$ cat src/rtl/rsef_pkg.sv
// package: register map, field layouts, constants and carriers for the sync and disturbance filter
package rsef_pkg;

  localparam int unsigned APB_AW = 12;

  // printed offsets are word indices; byte address is four times the index
  localparam logic [9:0] IDX_TX_CTRL   = 10'h036;
  localparam logic [9:0] IDX_SYNC_EXT  = 10'h039;
  localparam logic [9:0] IDX_EMD_CTRL  = 10'h043;
  localparam logic [9:0] IDX_STATUS    = 10'h044;
  localparam logic [9:0] IDX_LOAD_CMD  = 10'h045;

  localparam logic [31:0] TX_CTRL_RST  = 32'h0000_0000;
  localparam logic [31:0] SYNC_EXT_RST = 32'h0000_0000;
  localparam logic [31:0] EMD_CTRL_RST = 32'h0000_0000;

  // load command bit selecting the 212/424 kbit/s polling reader settings
  localparam int unsigned LOAD_JIS_BIT = 0;
  localparam logic [15:0] JIS_SYNC_PATTERN = 16'hb24d;
  localparam logic [3:0]  JIS_SYNC_PATTERN_LENGTH     = 4'hf;

  // position of the response code and length byte within a response
  localparam logic [1:0] RC_BYTE_POS  = 2'h0;
  localparam logic [1:0] LEN_BYTE_POS = 2'h1;

  // bit counter figures for plain and start/stop framed bytes
  localparam logic [3:0] LAST_DATA_BIT_PLAIN  = 4'h7;
  localparam logic [3:0] LAST_DATA_BIT_FRAMED = 4'h8;
  localparam logic [3:0] STOP_BIT_FRAMED      = 4'h9;

  typedef enum logic [1:0] {
    SYNC_BITS    = 2'h0,
    SYNC_NIBBLES = 2'h1,
    SYNC_BYTEWISE = 2'h2
  } rsef_sync_type_t;

  typedef struct packed {
    logic [29:0] rfu;
    logic        card_conductance_follow_txact;
    logic        invert;
  } rsef_tx_ctrl_t;

  typedef struct packed {
    logic [15:0] pattern;
    logic [3:0]  sync_pattern_length;
    logic        negedge_grid;
    logic        last_half;
    logic [1:0]  sync_type;
    logic [7:0]  rfu;
  } rsef_sync_ext_t;

  typedef struct packed {
    logic [7:0] expected_response_code;
    logic [7:0] response_length_max;
    logic [7:0] response_length_min;
    logic [2:0] rfu;
    logic       integrity_error_filter_en;
    logic       protocol_error_filter_en;
    logic       response_code_check_en;
    logic       length_window_check_en;
    logic       disturbance_filter_en;
  } rsef_emd_ctrl_t;

  typedef struct packed {
    logic code;
    logic len_max;
    logic len_min;
    logic integrity;
    logic protocol;
  } rsef_reason_t;

  typedef enum logic [1:0] {
    ST_IDLE = 2'b00,
    ST_HUNT = 2'b01,
    ST_DATA = 2'b11,
    ST_DONE = 2'b10
  } rsef_state_t;

endpackage

$ cat src/rtl/rsef_filter.sv
// sync detection, disturbance filtering and transmit shaping with its apb register file
// Notes on behaviour
// - transmit control bit 0 set inverts the outgoing transmit signal.
// - transmit control bit 1 makes card conductance follow transmit-active instead of envelope.
// - receiver hunts for the 16-bit pattern in sync extension bits 31:16.
// - sync length field plus one gives the number of valid pattern bits.
// - falling-edge sync drops correlation limits and aligns bit grid to negative edge.
// - half-length last sync bit flag shortens the final sync bit by half.
// - sync type 0 treats all pattern bits as plain bit values.
// - sync type 1: each nibble is a data/collision pair; collided bits are don't-care.
// - sync type 2 resynchronises on the start bit of every byte.
// - polling reader settings load sets pattern b24d and length f.
// - first byte must equal the expected response code when code checking is on.
// - length byte above the maximum is disturbance when length checking is on.
// - length byte below the minimum is disturbance when length checking is on.
// - integrity error makes a response disturbance when its filter is enabled.
// - protocol error makes a response disturbance when its filter is enabled.
// - code check enable gates the code comparison; needs master enable.
// - length check enable gates both window comparisons; needs master enable.
// - master enable clear ignores all other disturbance settings.
//
// Chosen here: register access over APB.
`timescale 1ns/1ps
`default_nettype none
module rsef_filter (
  input  wire logic                          pclk,
  input  wire logic                          presetn,
  input  wire logic                          psel,
  input  wire logic                          penable,
  input  wire logic                          pwrite,
  input  wire logic [rsef_pkg::APB_AW-1:0]   paddr,
  input  wire logic [31:0]                   pwdata,
  output logic      [31:0]                   prdata,
  output logic                               pready,
  output logic                               pslverr,
  input  wire logic                          tx_envelope,
  input  wire logic                          tx_active,
  output logic                               tx_out,
  output logic                               card_conductance_value,
  output logic                               grid_negedge,
  output logic                               corr_limits_off,
  output logic                               last_sync_half,
  input  wire logic                          rx_enable,
  input  wire logic                          rx_bit_valid,
  input  wire logic                          rx_bit,
  input  wire logic                          rx_frame_end,
  input  wire logic                          rx_integrity_err,
  input  wire logic                          rx_protocol_err,
  output logic                               sync_found,
  output logic      [7:0]                    rx_byte,
  output logic                               rx_byte_valid,
  output logic                               rx_done,
  output logic                               rx_discard
);
  import rsef_pkg::*;

  rsef_tx_ctrl_t   tx_ctrl;
  rsef_sync_ext_t  sync_ext;
  rsef_emd_ctrl_t  emd_ctrl;
  rsef_state_t     state;
  rsef_reason_t    last_reason;
  rsef_reason_t    next_reason;
  logic [15:0]     hist;
  logic [15:0]     next_hist;
  logic [15:0]     sync_mask;
  logic [15:0]     sync_exp;
  logic [15:0]     mask_bits;
  logic [15:0]     mask_nib;
  logic [15:0]     exp_nib;
  logic            sync_match;
  logic [3:0]      bit_cnt;
  logic [7:0]      byte_sr;
  logic [7:0]      next_byte;
  logic [1:0]      byte_idx;
  logic [7:0]      code_byte;
  logic [7:0]      len_byte;
  logic            got_code;
  logic            got_len;
  logic            stop_bad;
  logic            byte_done;
  logic            framed;
  logic            partial;
  logic            discard_now;
  logic            last_accept;
  logic            last_discard;
  logic [7:0]      acc_cnt;
  logic [7:0]      disc_cnt;
  logic [9:0]      word;
  logic            mapped;
  logic            wr_en;
  logic            load_jis;
  logic [31:0]     next_rdata;

  ////////////////////////////////////////////////////////////////////////////
  // apb slave: no wait states; read data and pready come from flip-flops loaded in the setup cycle
  assign word     = paddr[APB_AW-1:2];
  assign mapped   = (word == IDX_TX_CTRL) || (word == IDX_SYNC_EXT) || (word == IDX_EMD_CTRL)
                    || (word == IDX_STATUS) || (word == IDX_LOAD_CMD);
  assign wr_en    = psel && penable && pready && pwrite && mapped;
  assign load_jis = wr_en && (word == IDX_LOAD_CMD) && pwdata[LOAD_JIS_BIT];

  always_comb begin
    next_rdata = 32'h0000_0000;
    case (word)
      IDX_TX_CTRL:  next_rdata = tx_ctrl;
      IDX_SYNC_EXT: next_rdata = sync_ext;
      IDX_EMD_CTRL: next_rdata = emd_ctrl;
      IDX_STATUS:   next_rdata = {disc_cnt, acc_cnt, 3'h0, last_reason, 3'h0, last_discard, last_accept,
                                  1'b0, state};
      default:      next_rdata = 32'h0000_0000;
    endcase
  end

  always_ff @(posedge pclk or negedge presetn) begin
    if (!presetn) begin
      pready  <= 1'b0;
      pslverr <= 1'b0;
      prdata  <= 32'h0000_0000;
    end else begin
      pready  <= psel && !penable;
      pslverr <= psel && !penable && !mapped;
      prdata  <= (psel && !penable && !pwrite) ? next_rdata : 32'h0000_0000;
    end
  end

  always_ff @(posedge pclk or negedge presetn) begin
    if (!presetn) begin
      tx_ctrl  <= TX_CTRL_RST;
      sync_ext <= SYNC_EXT_RST;
      emd_ctrl <= EMD_CTRL_RST;
    end else begin
      if (wr_en && word == IDX_TX_CTRL) begin
        tx_ctrl <= pwdata;
      end
      if (wr_en && word == IDX_SYNC_EXT) begin
        sync_ext <= pwdata;
      end
      if (load_jis) begin
        // a load always restores the default pattern; custom ones must be rewritten after it
        sync_ext.pattern             <= JIS_SYNC_PATTERN;
        sync_ext.sync_pattern_length <= JIS_SYNC_PATTERN_LENGTH;
      end
      if (wr_en && word == IDX_EMD_CTRL) begin
        emd_ctrl <= pwdata;
      end
    end
  end

  ////////////////////////////////////////////////////////////////////////////
  // transmit shaping and front-end steering
  always_ff @(posedge pclk or negedge presetn) begin
    if (!presetn) begin
      tx_out                 <= 1'b0;
      card_conductance_value <= 1'b0;
      grid_negedge           <= 1'b0;
      corr_limits_off        <= 1'b0;
      last_sync_half         <= 1'b0;
    end else begin
      tx_out                 <= tx_envelope ^ tx_ctrl.invert;
      card_conductance_value <= tx_ctrl.card_conductance_follow_txact ? tx_active : tx_envelope;
      grid_negedge           <= sync_ext.negedge_grid;
      corr_limits_off        <= sync_ext.negedge_grid;
      last_sync_half         <= sync_ext.last_half;
    end
  end

  ////////////////////////////////////////////////////////////////////////////
  // sync pattern: per-bit mask and expected value for both pattern readings
  for (genvar i = 0; i < 16; i++) begin : g_sync_bit
    assign mask_bits[i] = 4'(i) <= sync_ext.sync_pattern_length;
    if (i < 4) begin : g_nib
      assign exp_nib[i]  = sync_ext.pattern[4*i+1];
      assign mask_nib[i] = mask_bits[i] && !sync_ext.pattern[4*i];
    end else begin : g_nonib
      assign exp_nib[i]  = 1'b0;
      assign mask_nib[i] = 1'b0;
    end
  end

  assign sync_mask  = (sync_ext.sync_type == SYNC_NIBBLES) ? mask_nib : mask_bits;
  assign sync_exp   = (sync_ext.sync_type == SYNC_NIBBLES) ? exp_nib : sync_ext.pattern;
  assign next_hist  = {hist[14:0], rx_bit};
  // bytewise mode has no preamble: any start bit opens the frame
  assign sync_match = (sync_ext.sync_type == SYNC_BYTEWISE) ? !rx_bit
                      : (((next_hist ^ sync_exp) & sync_mask) == 16'h0000);

  ////////////////////////////////////////////////////////////////////////////
  // receive state machine
  assign framed    = sync_ext.sync_type == SYNC_BYTEWISE;
  assign next_byte = {byte_sr[6:0], rx_bit};
  assign byte_done = rx_bit_valid && (bit_cnt == (framed ? LAST_DATA_BIT_FRAMED : LAST_DATA_BIT_PLAIN));
  assign partial   = framed ? (bit_cnt != 4'h0) : (bit_cnt != 4'h0);

  always_comb begin
    next_reason           = '0;
    next_reason.code      = emd_ctrl.response_code_check_en
                            && (!got_code || code_byte != emd_ctrl.expected_response_code);
    next_reason.len_max   = emd_ctrl.length_window_check_en && got_len
                            && (len_byte > emd_ctrl.response_length_max);
    next_reason.len_min   = emd_ctrl.length_window_check_en
                            && (!got_len || len_byte < emd_ctrl.response_length_min);
    next_reason.integrity = emd_ctrl.integrity_error_filter_en && rx_integrity_err;
    next_reason.protocol  = emd_ctrl.protocol_error_filter_en
                            && (rx_protocol_err || partial || stop_bad);
    if (!emd_ctrl.disturbance_filter_en) begin
      next_reason = '0;
    end
  end
  assign discard_now = |next_reason;

  always_ff @(posedge pclk or negedge presetn) begin
    if (!presetn) begin
      state <= ST_IDLE;
    end else if (!rx_enable) begin
      state <= ST_IDLE;
    end else begin
      case (state)
        ST_IDLE: state <= ST_HUNT;
        ST_HUNT: begin
          if (rx_bit_valid && sync_match) begin
            state <= ST_DATA;
          end
        end
        ST_DATA: begin
          if (rx_frame_end) begin
            state <= ST_DONE;
          end
        end
        ST_DONE: state <= ST_HUNT;
        default: state <= ST_IDLE;
      endcase
    end
  end

  always_ff @(posedge pclk or negedge presetn) begin
    if (!presetn) begin
      hist       <= 16'h0000;
      sync_found <= 1'b0;
    end else begin
      sync_found <= 1'b0;
      if (state != ST_HUNT) begin
        hist <= 16'h0000;
      end else if (rx_bit_valid) begin
        hist       <= next_hist;
        sync_found <= rx_enable && sync_match;
      end
    end
  end

  // byte assembly; framed mode counts start, eight data bits and stop
  always_ff @(posedge pclk or negedge presetn) begin
    if (!presetn) begin
      bit_cnt       <= 4'h0;
      byte_sr       <= 8'h00;
      byte_idx      <= 2'h0;
      code_byte     <= 8'h00;
      len_byte      <= 8'h00;
      got_code      <= 1'b0;
      got_len       <= 1'b0;
      stop_bad      <= 1'b0;
      rx_byte       <= 8'h00;
      rx_byte_valid <= 1'b0;
    end else begin
      rx_byte_valid <= 1'b0;
      if (state != ST_DATA) begin
        bit_cnt  <= (framed && state == ST_HUNT && rx_bit_valid && !rx_bit) ? 4'h1 : 4'h0;
        byte_idx <= 2'h0;
        got_code <= 1'b0;
        got_len  <= 1'b0;
        stop_bad <= 1'b0;
      end else if (!rx_frame_end && rx_bit_valid) begin
        if (framed && bit_cnt == 4'h0) begin
          bit_cnt <= rx_bit ? 4'h0 : 4'h1;
        end else if (framed && bit_cnt == STOP_BIT_FRAMED) begin
          bit_cnt  <= 4'h0;
          stop_bad <= stop_bad || !rx_bit;
        end else begin
          byte_sr <= next_byte;
          bit_cnt <= (byte_done && !framed) ? 4'h0 : bit_cnt + 4'h1;
        end
        if (byte_done) begin
          rx_byte       <= next_byte;
          rx_byte_valid <= 1'b1;
          if (byte_idx != 2'h3) begin
            byte_idx <= byte_idx + 2'h1;
          end
          if (byte_idx == RC_BYTE_POS) begin
            code_byte <= next_byte;
            got_code  <= 1'b1;
          end
          if (byte_idx == LEN_BYTE_POS) begin
            len_byte <= next_byte;
            got_len  <= 1'b1;
          end
        end
      end
    end
  end

  // verdict: disturbance never raises done, only the discard marker
  always_ff @(posedge pclk or negedge presetn) begin
    if (!presetn) begin
      rx_done      <= 1'b0;
      rx_discard   <= 1'b0;
      last_reason  <= '0;
      last_accept  <= 1'b0;
      last_discard <= 1'b0;
      acc_cnt      <= 8'h00;
      disc_cnt     <= 8'h00;
    end else begin
      rx_done    <= 1'b0;
      rx_discard <= 1'b0;
      if (rx_enable && state == ST_DATA && rx_frame_end) begin
        rx_done      <= !discard_now;
        rx_discard   <= discard_now;
        last_reason  <= next_reason;
        last_accept  <= !discard_now;
        last_discard <= discard_now;
        // counters wrap; software reads differences
        if (discard_now) begin
          disc_cnt <= disc_cnt + 8'h01;
        end else begin
          acc_cnt <= acc_cnt + 8'h01;
        end
      end
    end
  end
endmodule
`default_nettype wire

$ cat config.mk
export PLATFORM = sky130hd
export DESIGN_NAME = rsef_filter
export DESIGN_NICKNAME = d
export VERILOG_FILES = /design/src/rtl/rsef_pkg.sv /design/src/rtl/rsef_filter.sv
export SDC_FILE = /design/constraint.sdc
export NUM_CORES = 1
export LEC_CHECK = 0
export CAP_MARGIN = 20
export CORE_ASPECT_RATIO = 0.9
export CORE_MARGIN = 2
export CORE_UTILIZATION = 63
export DETAILED_ROUTE_END_ITERATION = 6
export DONT_BUFFER_PORTS = 1
export PLACE_DENSITY = 0.76
export SLEW_MARGIN = 30
export SYNTH_ARGS = -nofsm -noshare
export SYNTH_HDL_FRONTEND = slang
export SYNTH_SLANG_ARGS = --single-unit
export TNS_END_PERCENT = 50
$ cat constraint.sdc
create_clock -name pclk -period 2.45 [get_ports pclk]
set_input_delay 0.1225 -clock pclk [delete_from_list [all_inputs] [get_ports pclk]]
set_output_delay 0.1225 -clock pclk [all_outputs]
set_load 0.005 [all_outputs]
# [Word-level counts from Yosys, hierarchy flattened]
# Cells that the tools add are included.
[totals] reg_bits=218 latch_bits=0 mem_bits_rw=0 romBits=0 input_bits=57 elab_cells=226 n_memories=0
[op_classes] n_addsub=4 multipliers=0 n_div=0 order_cmp=18 n_eq_ne=20 n_shift=0 muxes=46 n_bitwise=7 reduce_logical=82
[ops] op="$pmux W32 S4" count=1
[ops] op="$mux W32" count=2
[ops] op="$logic_and A1 B1 Y1" count=34
[ops] op="$le A4 B4 Y1 const A" count=8
[ops] op="$mux W16" count=2
[ops] op="$eq A10 B7 Y1 const B" count=3
[ops] op="$mux W15" count=2
[ops] op="$mux W4" count=6
[ops] op="$mux W1" count=23
[ops] op="$eq A10 B6 Y1 const B" count=2
[ops] op="$mux W20" count=1
[ops] op="$add A8 B1 Y8 const B" count=2
[ops] op="$and A16 B16 Y16" count=1
[ops] op="$le A3 B4 Y1 const A" count=4
[ops] op="$logic_not A16 Y1" count=1
[ops] op="$reduce_bool A2 Y1" count=8
[ops] op="$xor A16 B16 Y16" count=1
[ops] op="$reduce_and A3 Y1" count=5
[ops] op="$mux W2" count=7
[ops] op="$logic_not A1 Y1" count=13
[ops] op="$reduce_and A4 Y1" count=3
[ops] op="$logic_or A1 B1 Y1" count=9
[ops] op="$gt A8 B8 Y1" count=1
[ops] op="$le A1 B4 Y1 const A" count=2
[ops] op="other kinds (22)" count=36

# [Depth between registers and ports, before layout]
[depth] depth_word=10 ltp_mapped=9

# [Least setup slack after synthesis]
# Ideal clock, no wire load.
[synth_path] path_kind="register to register" start="register emd_ctrl[23] in the netlist's numbering" end="register acc_cnt[1]" arrival_time_ns=2.122 required_ns=2.322 setup_slack_ns=0.200 stages_incl_launch_ff=9 synth_period_minus_slack_ns=2.250 path_cell_list="dfrtp_1 inv_1 ha_1 a21oi_2 o21ai_1 a2111oi_2 o22ai_2 nor3_4 mux2_1"
[synth_between] elab_chain_cells=6
[synth_lines] element="start, declared" line_no="rsef_filter.sv:59" source="rsef_emd_ctrl_t emd_ctrl;"
[synth_lines] element="start signal, assigned" line_no="rsef_filter.sv:144" source="emd_ctrl <= pwdata;"
[synth_lines] element="$gt A8 B8 Y1" line_no="rsef_filter.sv:199" source="&& (len_byte > emd_ctrl.response_length_max);"
[synth_lines] element="$logic_and A1 B1 Y1" line_no="rsef_filter.sv:199"
[synth_lines] element="$mux W5" line_no="rsef_filter.sv:205" source="if (!emd_ctrl.disturbance_filter_en) begin"
[synth_lines] element="$reduce_or A5 Y1" line_no="rsef_filter.sv:209" source="assign discard_now = |next_reason;"
[synth_lines] element="$not A1 Y1 (no line)"
[synth_lines] element="$reduce_and A2 Y1 (no line)"
[synth_lines] element="end signal, assigned" line_no="rsef_filter.sv:323" source="acc_cnt <= acc_cnt + 8'h01;"
[synth_lines] element="end, declared" line_no="rsef_filter.sv:86" source="logic [7:0] acc_cnt;"
# No other way between the ends.
# A chain may end at the register's enable or synchronous reset.

# [Worst setup path after layout]
[layout_path] start="register bit_cnt[0]" end="register acc_cnt[1]"
[layout_between] elab_chain_cells=8
[layout_lines] element="start, declared" line_no="rsef_filter.sv:71" source="logic [3:0] bit_cnt;"
[layout_lines] element="start signal, assigned" line_no="rsef_filter.sv:266" source="bit_cnt <= (framed && state == ST_HUNT && rx_bit_valid && !rx_bit) ? 4'h1 : 4'h0;"
[layout_lines] element="start signal, assigned" line_no="rsef_filter.sv:273" source="bit_cnt <= rx_bit ? 4'h0 : 4'h1;"
[layout_lines] element="start signal, assigned" line_no="rsef_filter.sv:279" source="bit_cnt <= (byte_done && !framed) ? 4'h0 : bit_cnt + 4'h1;"
[layout_lines] element="$reduce_bool A4 Y1" line_no="rsef_filter.sv:192" source="assign partial = framed ? (bit_cnt != 4'h0) : (bit_cnt != 4'h0);"
[layout_lines] element="$logic_or A1 B1 Y1 (2 in a row)" line_no="rsef_filter.sv:204" source="&& (rx_protocol_err || partial || stop_bad);"
[layout_lines] element="$logic_and A1 B1 Y1" line_no="rsef_filter.sv:204"
[layout_lines] element="$mux W5" line_no="rsef_filter.sv:205"
[layout_lines] element="$reduce_or A5 Y1" line_no="rsef_filter.sv:209"
[layout_lines] element="$not A1 Y1 (no line)"
[layout_lines] element="$reduce_and A2 Y1 (no line)"
# No other way between the ends.

==> results.cfg <==
[synthesis]
ys_seq_area_share_pct = 55.3
synthXorXnorAreaFrac_pct = 3.11
synth_area_leaders = dfrtp_1 55%, mux2_2 7.5%, nand2_1 4.8%
yosysMostFrequentCell = dfrtp_1
synthMuxAreaShare_pct = 10.5
synth_top_family_by_area = compound AO/OA/AOI/OAI gates
synth-async-reset-ratio_pct = 100
synth_seq_cells = 218
synthCells = 861
synth_cell_types = 69
yosysTopAreaCell = dfrtp_1
synthSimpleGateAreaFrac_pct = 12.0
synth_adder_area_share_pct = 2.92
synth_warnings = 0
avgSynthCellArea_um2 = 11.5
syn_nets = 941
synth_compound_area_share_pct = 12.8
synth_area_um2 = 9870
synth_edf_count = 0
synth_common_cells = 218 x dfrtp_1, 127 x nand2_1, 66 x mux2_2
synth-main-ff-cell = dfrtp_1
synth_top_area_share_pct = 55.3

[timing]
rsz0062_at_grt = false
hold-worst-slack_ns = -0.688
slew_viol_final = 0
fin_skew_ns = 0.0115
slew_headroom_pct = 59.5
fin_ws_ns = 0.114
finalCritPeriodShare_pct = 95.4
finalSetupViolCount = 0
period_minus_slack_ns = 2.34
hold_violations = 218
fmax_mhz = 428
tns_ns = 0
tightestPinTransition_ns = 0.608

[run_status]
status = complete, but fails checks
failed_checks = design-rule violations, negative hold slack

[clock_tree]
cts_buffer_depth = 3
clock_sinks = 218
insertion_delay_ns = 0.50
cts_tree = done
cts_hold_buf = 44
htree_levels = 1
clk_pin_slew_ns = 0.06
cts_buffers = 22
cts-root-buf = clkbuf_16

[pwr]
vdd_drop_max_v = 0.000557
p_sw_share_pct = 20.1
power.total_mw = 7.09
combPwrFrac_pct = 2.1
pwr-share-seq_pct = 51.4
power_switching_mw = 1.42
intPower_mw = 5.67
p_clk_share_pct = 46.5
leakage_nw = 5.46
powerDensity_nw_per_um2 = 630

[cells_and_area]
final_util_pct = 73.2
layout-drive-gt1-share_pct = 16.5
fin_cells = 1121
antennaDiodeCount = 0
final_area_um2 = 11300
synthToLayoutAreaGrowth_pct = 14.1
final_nets = 985

[detailed_routing]
wl_per_cell_um = 22.6
wl_um = 25300
routed_via_density = 6.41
drt-pass1-iter-count = 7
vias = 7185
drt-initial-drc-count = 890
drc = 6
postRouteAntennaNets = 0

[floorplan]
num_io_pins = 108
rows = 43
die_y_um = 123
core_um2 = 15400
start_util_pct = 64.1
dieArea_um2 = 16700
die_w_um = 136

[setup_path]
cp-start-kind = flip-flop
end_kind = flip-flop
crit_type = flip-flop to flip-flop
cp_max_fo = 6
crit_arrival_ns = 2.72
required_ns = 2.83

[global_routing]
antenna_found_initial = 0
grt_start_max_net_pins = 219
grt_overflow_total = 0
grt_pass1_vias = 7432
grt_use_total_pct = 31.7
grt_pass1_wl_um = 40200

[place]
portBuffers = 0
dpl.hpwl_um = 17200
place_congestion = 0.910
dp_cells = 1039
post-place-ws_ns = 0.0945
place_area_um2 = 10100

[hold_path]
hold_class = primary input to asynchronous set/reset pin

[job]
drv_cap = 0
==> per-layer routing <==
metal | track usage (%) | vias up | routed length [um]
met1 | 43.7 | 3619 | 10400
met3 | 5.66 | 65 | 2010
met4 | 12.7 | 0 | 984
li1 | - | 3170 | -
met5 | 0 | - | 0
met2 | 50.3 | 331 | 11900
==> repair_timing <==
action                                  in CTS  in global routing
endpoints found under the hold margin      345                218
endpoints found under the setup margin       0                  9
gates resized for setup                      0                  2
buffers inserted                             0                  0
==> logic make-up after synthesis <==
family | Yosys count
simple gates | 245
flops | 218
compound gates | 172
mux | 91
buf+inv | 77
xor+xnor | 35
fa+ha+maj | 23
==> power by group through the flow <==
stage / Clock, mW / Combinational, mW / Sequential, mW
after floorplan: 0 / 0.0589 / 3.70
after global placement: 0 / 0.0559 / 3.71
after detailed placement: 0 / 0.0602 / 3.71
after CTS: 3.33 / 0.145 / 3.65
after global routing: 3.50 / 0.158 / 3.65
final: 3.30 / 0.147 / 3.65
==> cell type report <==
class | count | area, um2
multi-input cells | 566 | 4090
clock inverters | 4 | 45.0
repair buffers | 67 | 637
well taps | 202 | 253
clock buffers | 34 | 667
fillers | 994 | 4130
inverters | 30 | 113
flip-flops and latches | 218 | 5460
==> critical path, cell delays in order (launching register included) <==
cell and delay [ns]:
dfrtp_1 0.43, inv_1 0.11, ha_1 0.21, nand2b_4 0.07, o41a_1 0.42, a221oi_2 0.23
o22ai_2 0.16, nor3_4 0.25, mux2_1 0.35
==> placed cells by master, fill, tap and decap left out, types with 3 or more instances in the layout <==
master / synthesis / final
clkbuf_16: 0 / 23
nor3_2: 6 / 6
o21ai_1: 7 / 6
a21oi_1: 40 / 40
a211oi_1: 7 / 7
mux2_4: 8 / 8
a21o_1: 3 / 3
or3_1: 3 / 3
xor2_1: 16 / 16
inv_1: 29 / 29
nor2_1: 41 / 40
nor3b_1: 4 / 4
mux2i_1: 16 / 16
nand2_1: 127 / 127
a222oi_1: 32 / 32
o22a_1: 10 / 10
ha_1: 23 / 23
nand3_1: 13 / 13
and3_1: 5 / 5
dlygate4sd3_1: 0 / 43
nor2b_1: 4 / 4
clkbuf_1: 25 / 6
o31ai_1: 5 / 5
xnor2_1: 19 / 19
mux2_2: 66 / 66
nand2b_1: 8 / 8
and2_1: 5 / 5
dfrtp_1: 218 / 218
clkbuf_8: 0 / 5
nor3_1: 6 / 6
o21ai_0: 28 / 28
clkinv_2: 0 / 3
nand4_1: 7 / 7
a22o_1: 7 / 7
buf_4: 3 / 20
o211ai_1: 5 / 5
==> sequential cells by signal, summed over array words and instances, names as in the netlist, 7 cells and up <==
signal,cells
disc_cnt,8
acc_cnt,8
rx_byte,8
emd_ctrl,32
prdata,32
len_byte,8
sync_ext,28
hist,15
byte_sr,7
code_byte,8
tx_ctrl,32
==> final timing paths <==
kind,from,cells after the start,slack (ns),to
setup / recovery,bit_cnt[0],8,0.11,acc_cnt[1]
hold / removal,presetn,0,-0.69,prdata[5]
setup reg to reg,bit_cnt[0],8,0.11,acc_cnt[1]
hold reg to reg,sync_ext[10],0,0.42,last_sync_half
max in group asynchronous,presetn,0,2.92,emd_ctrl[26]
min in group pclk,rx_bit_valid,3,0.01,sync_found
(Power assumes the default switching activity.)
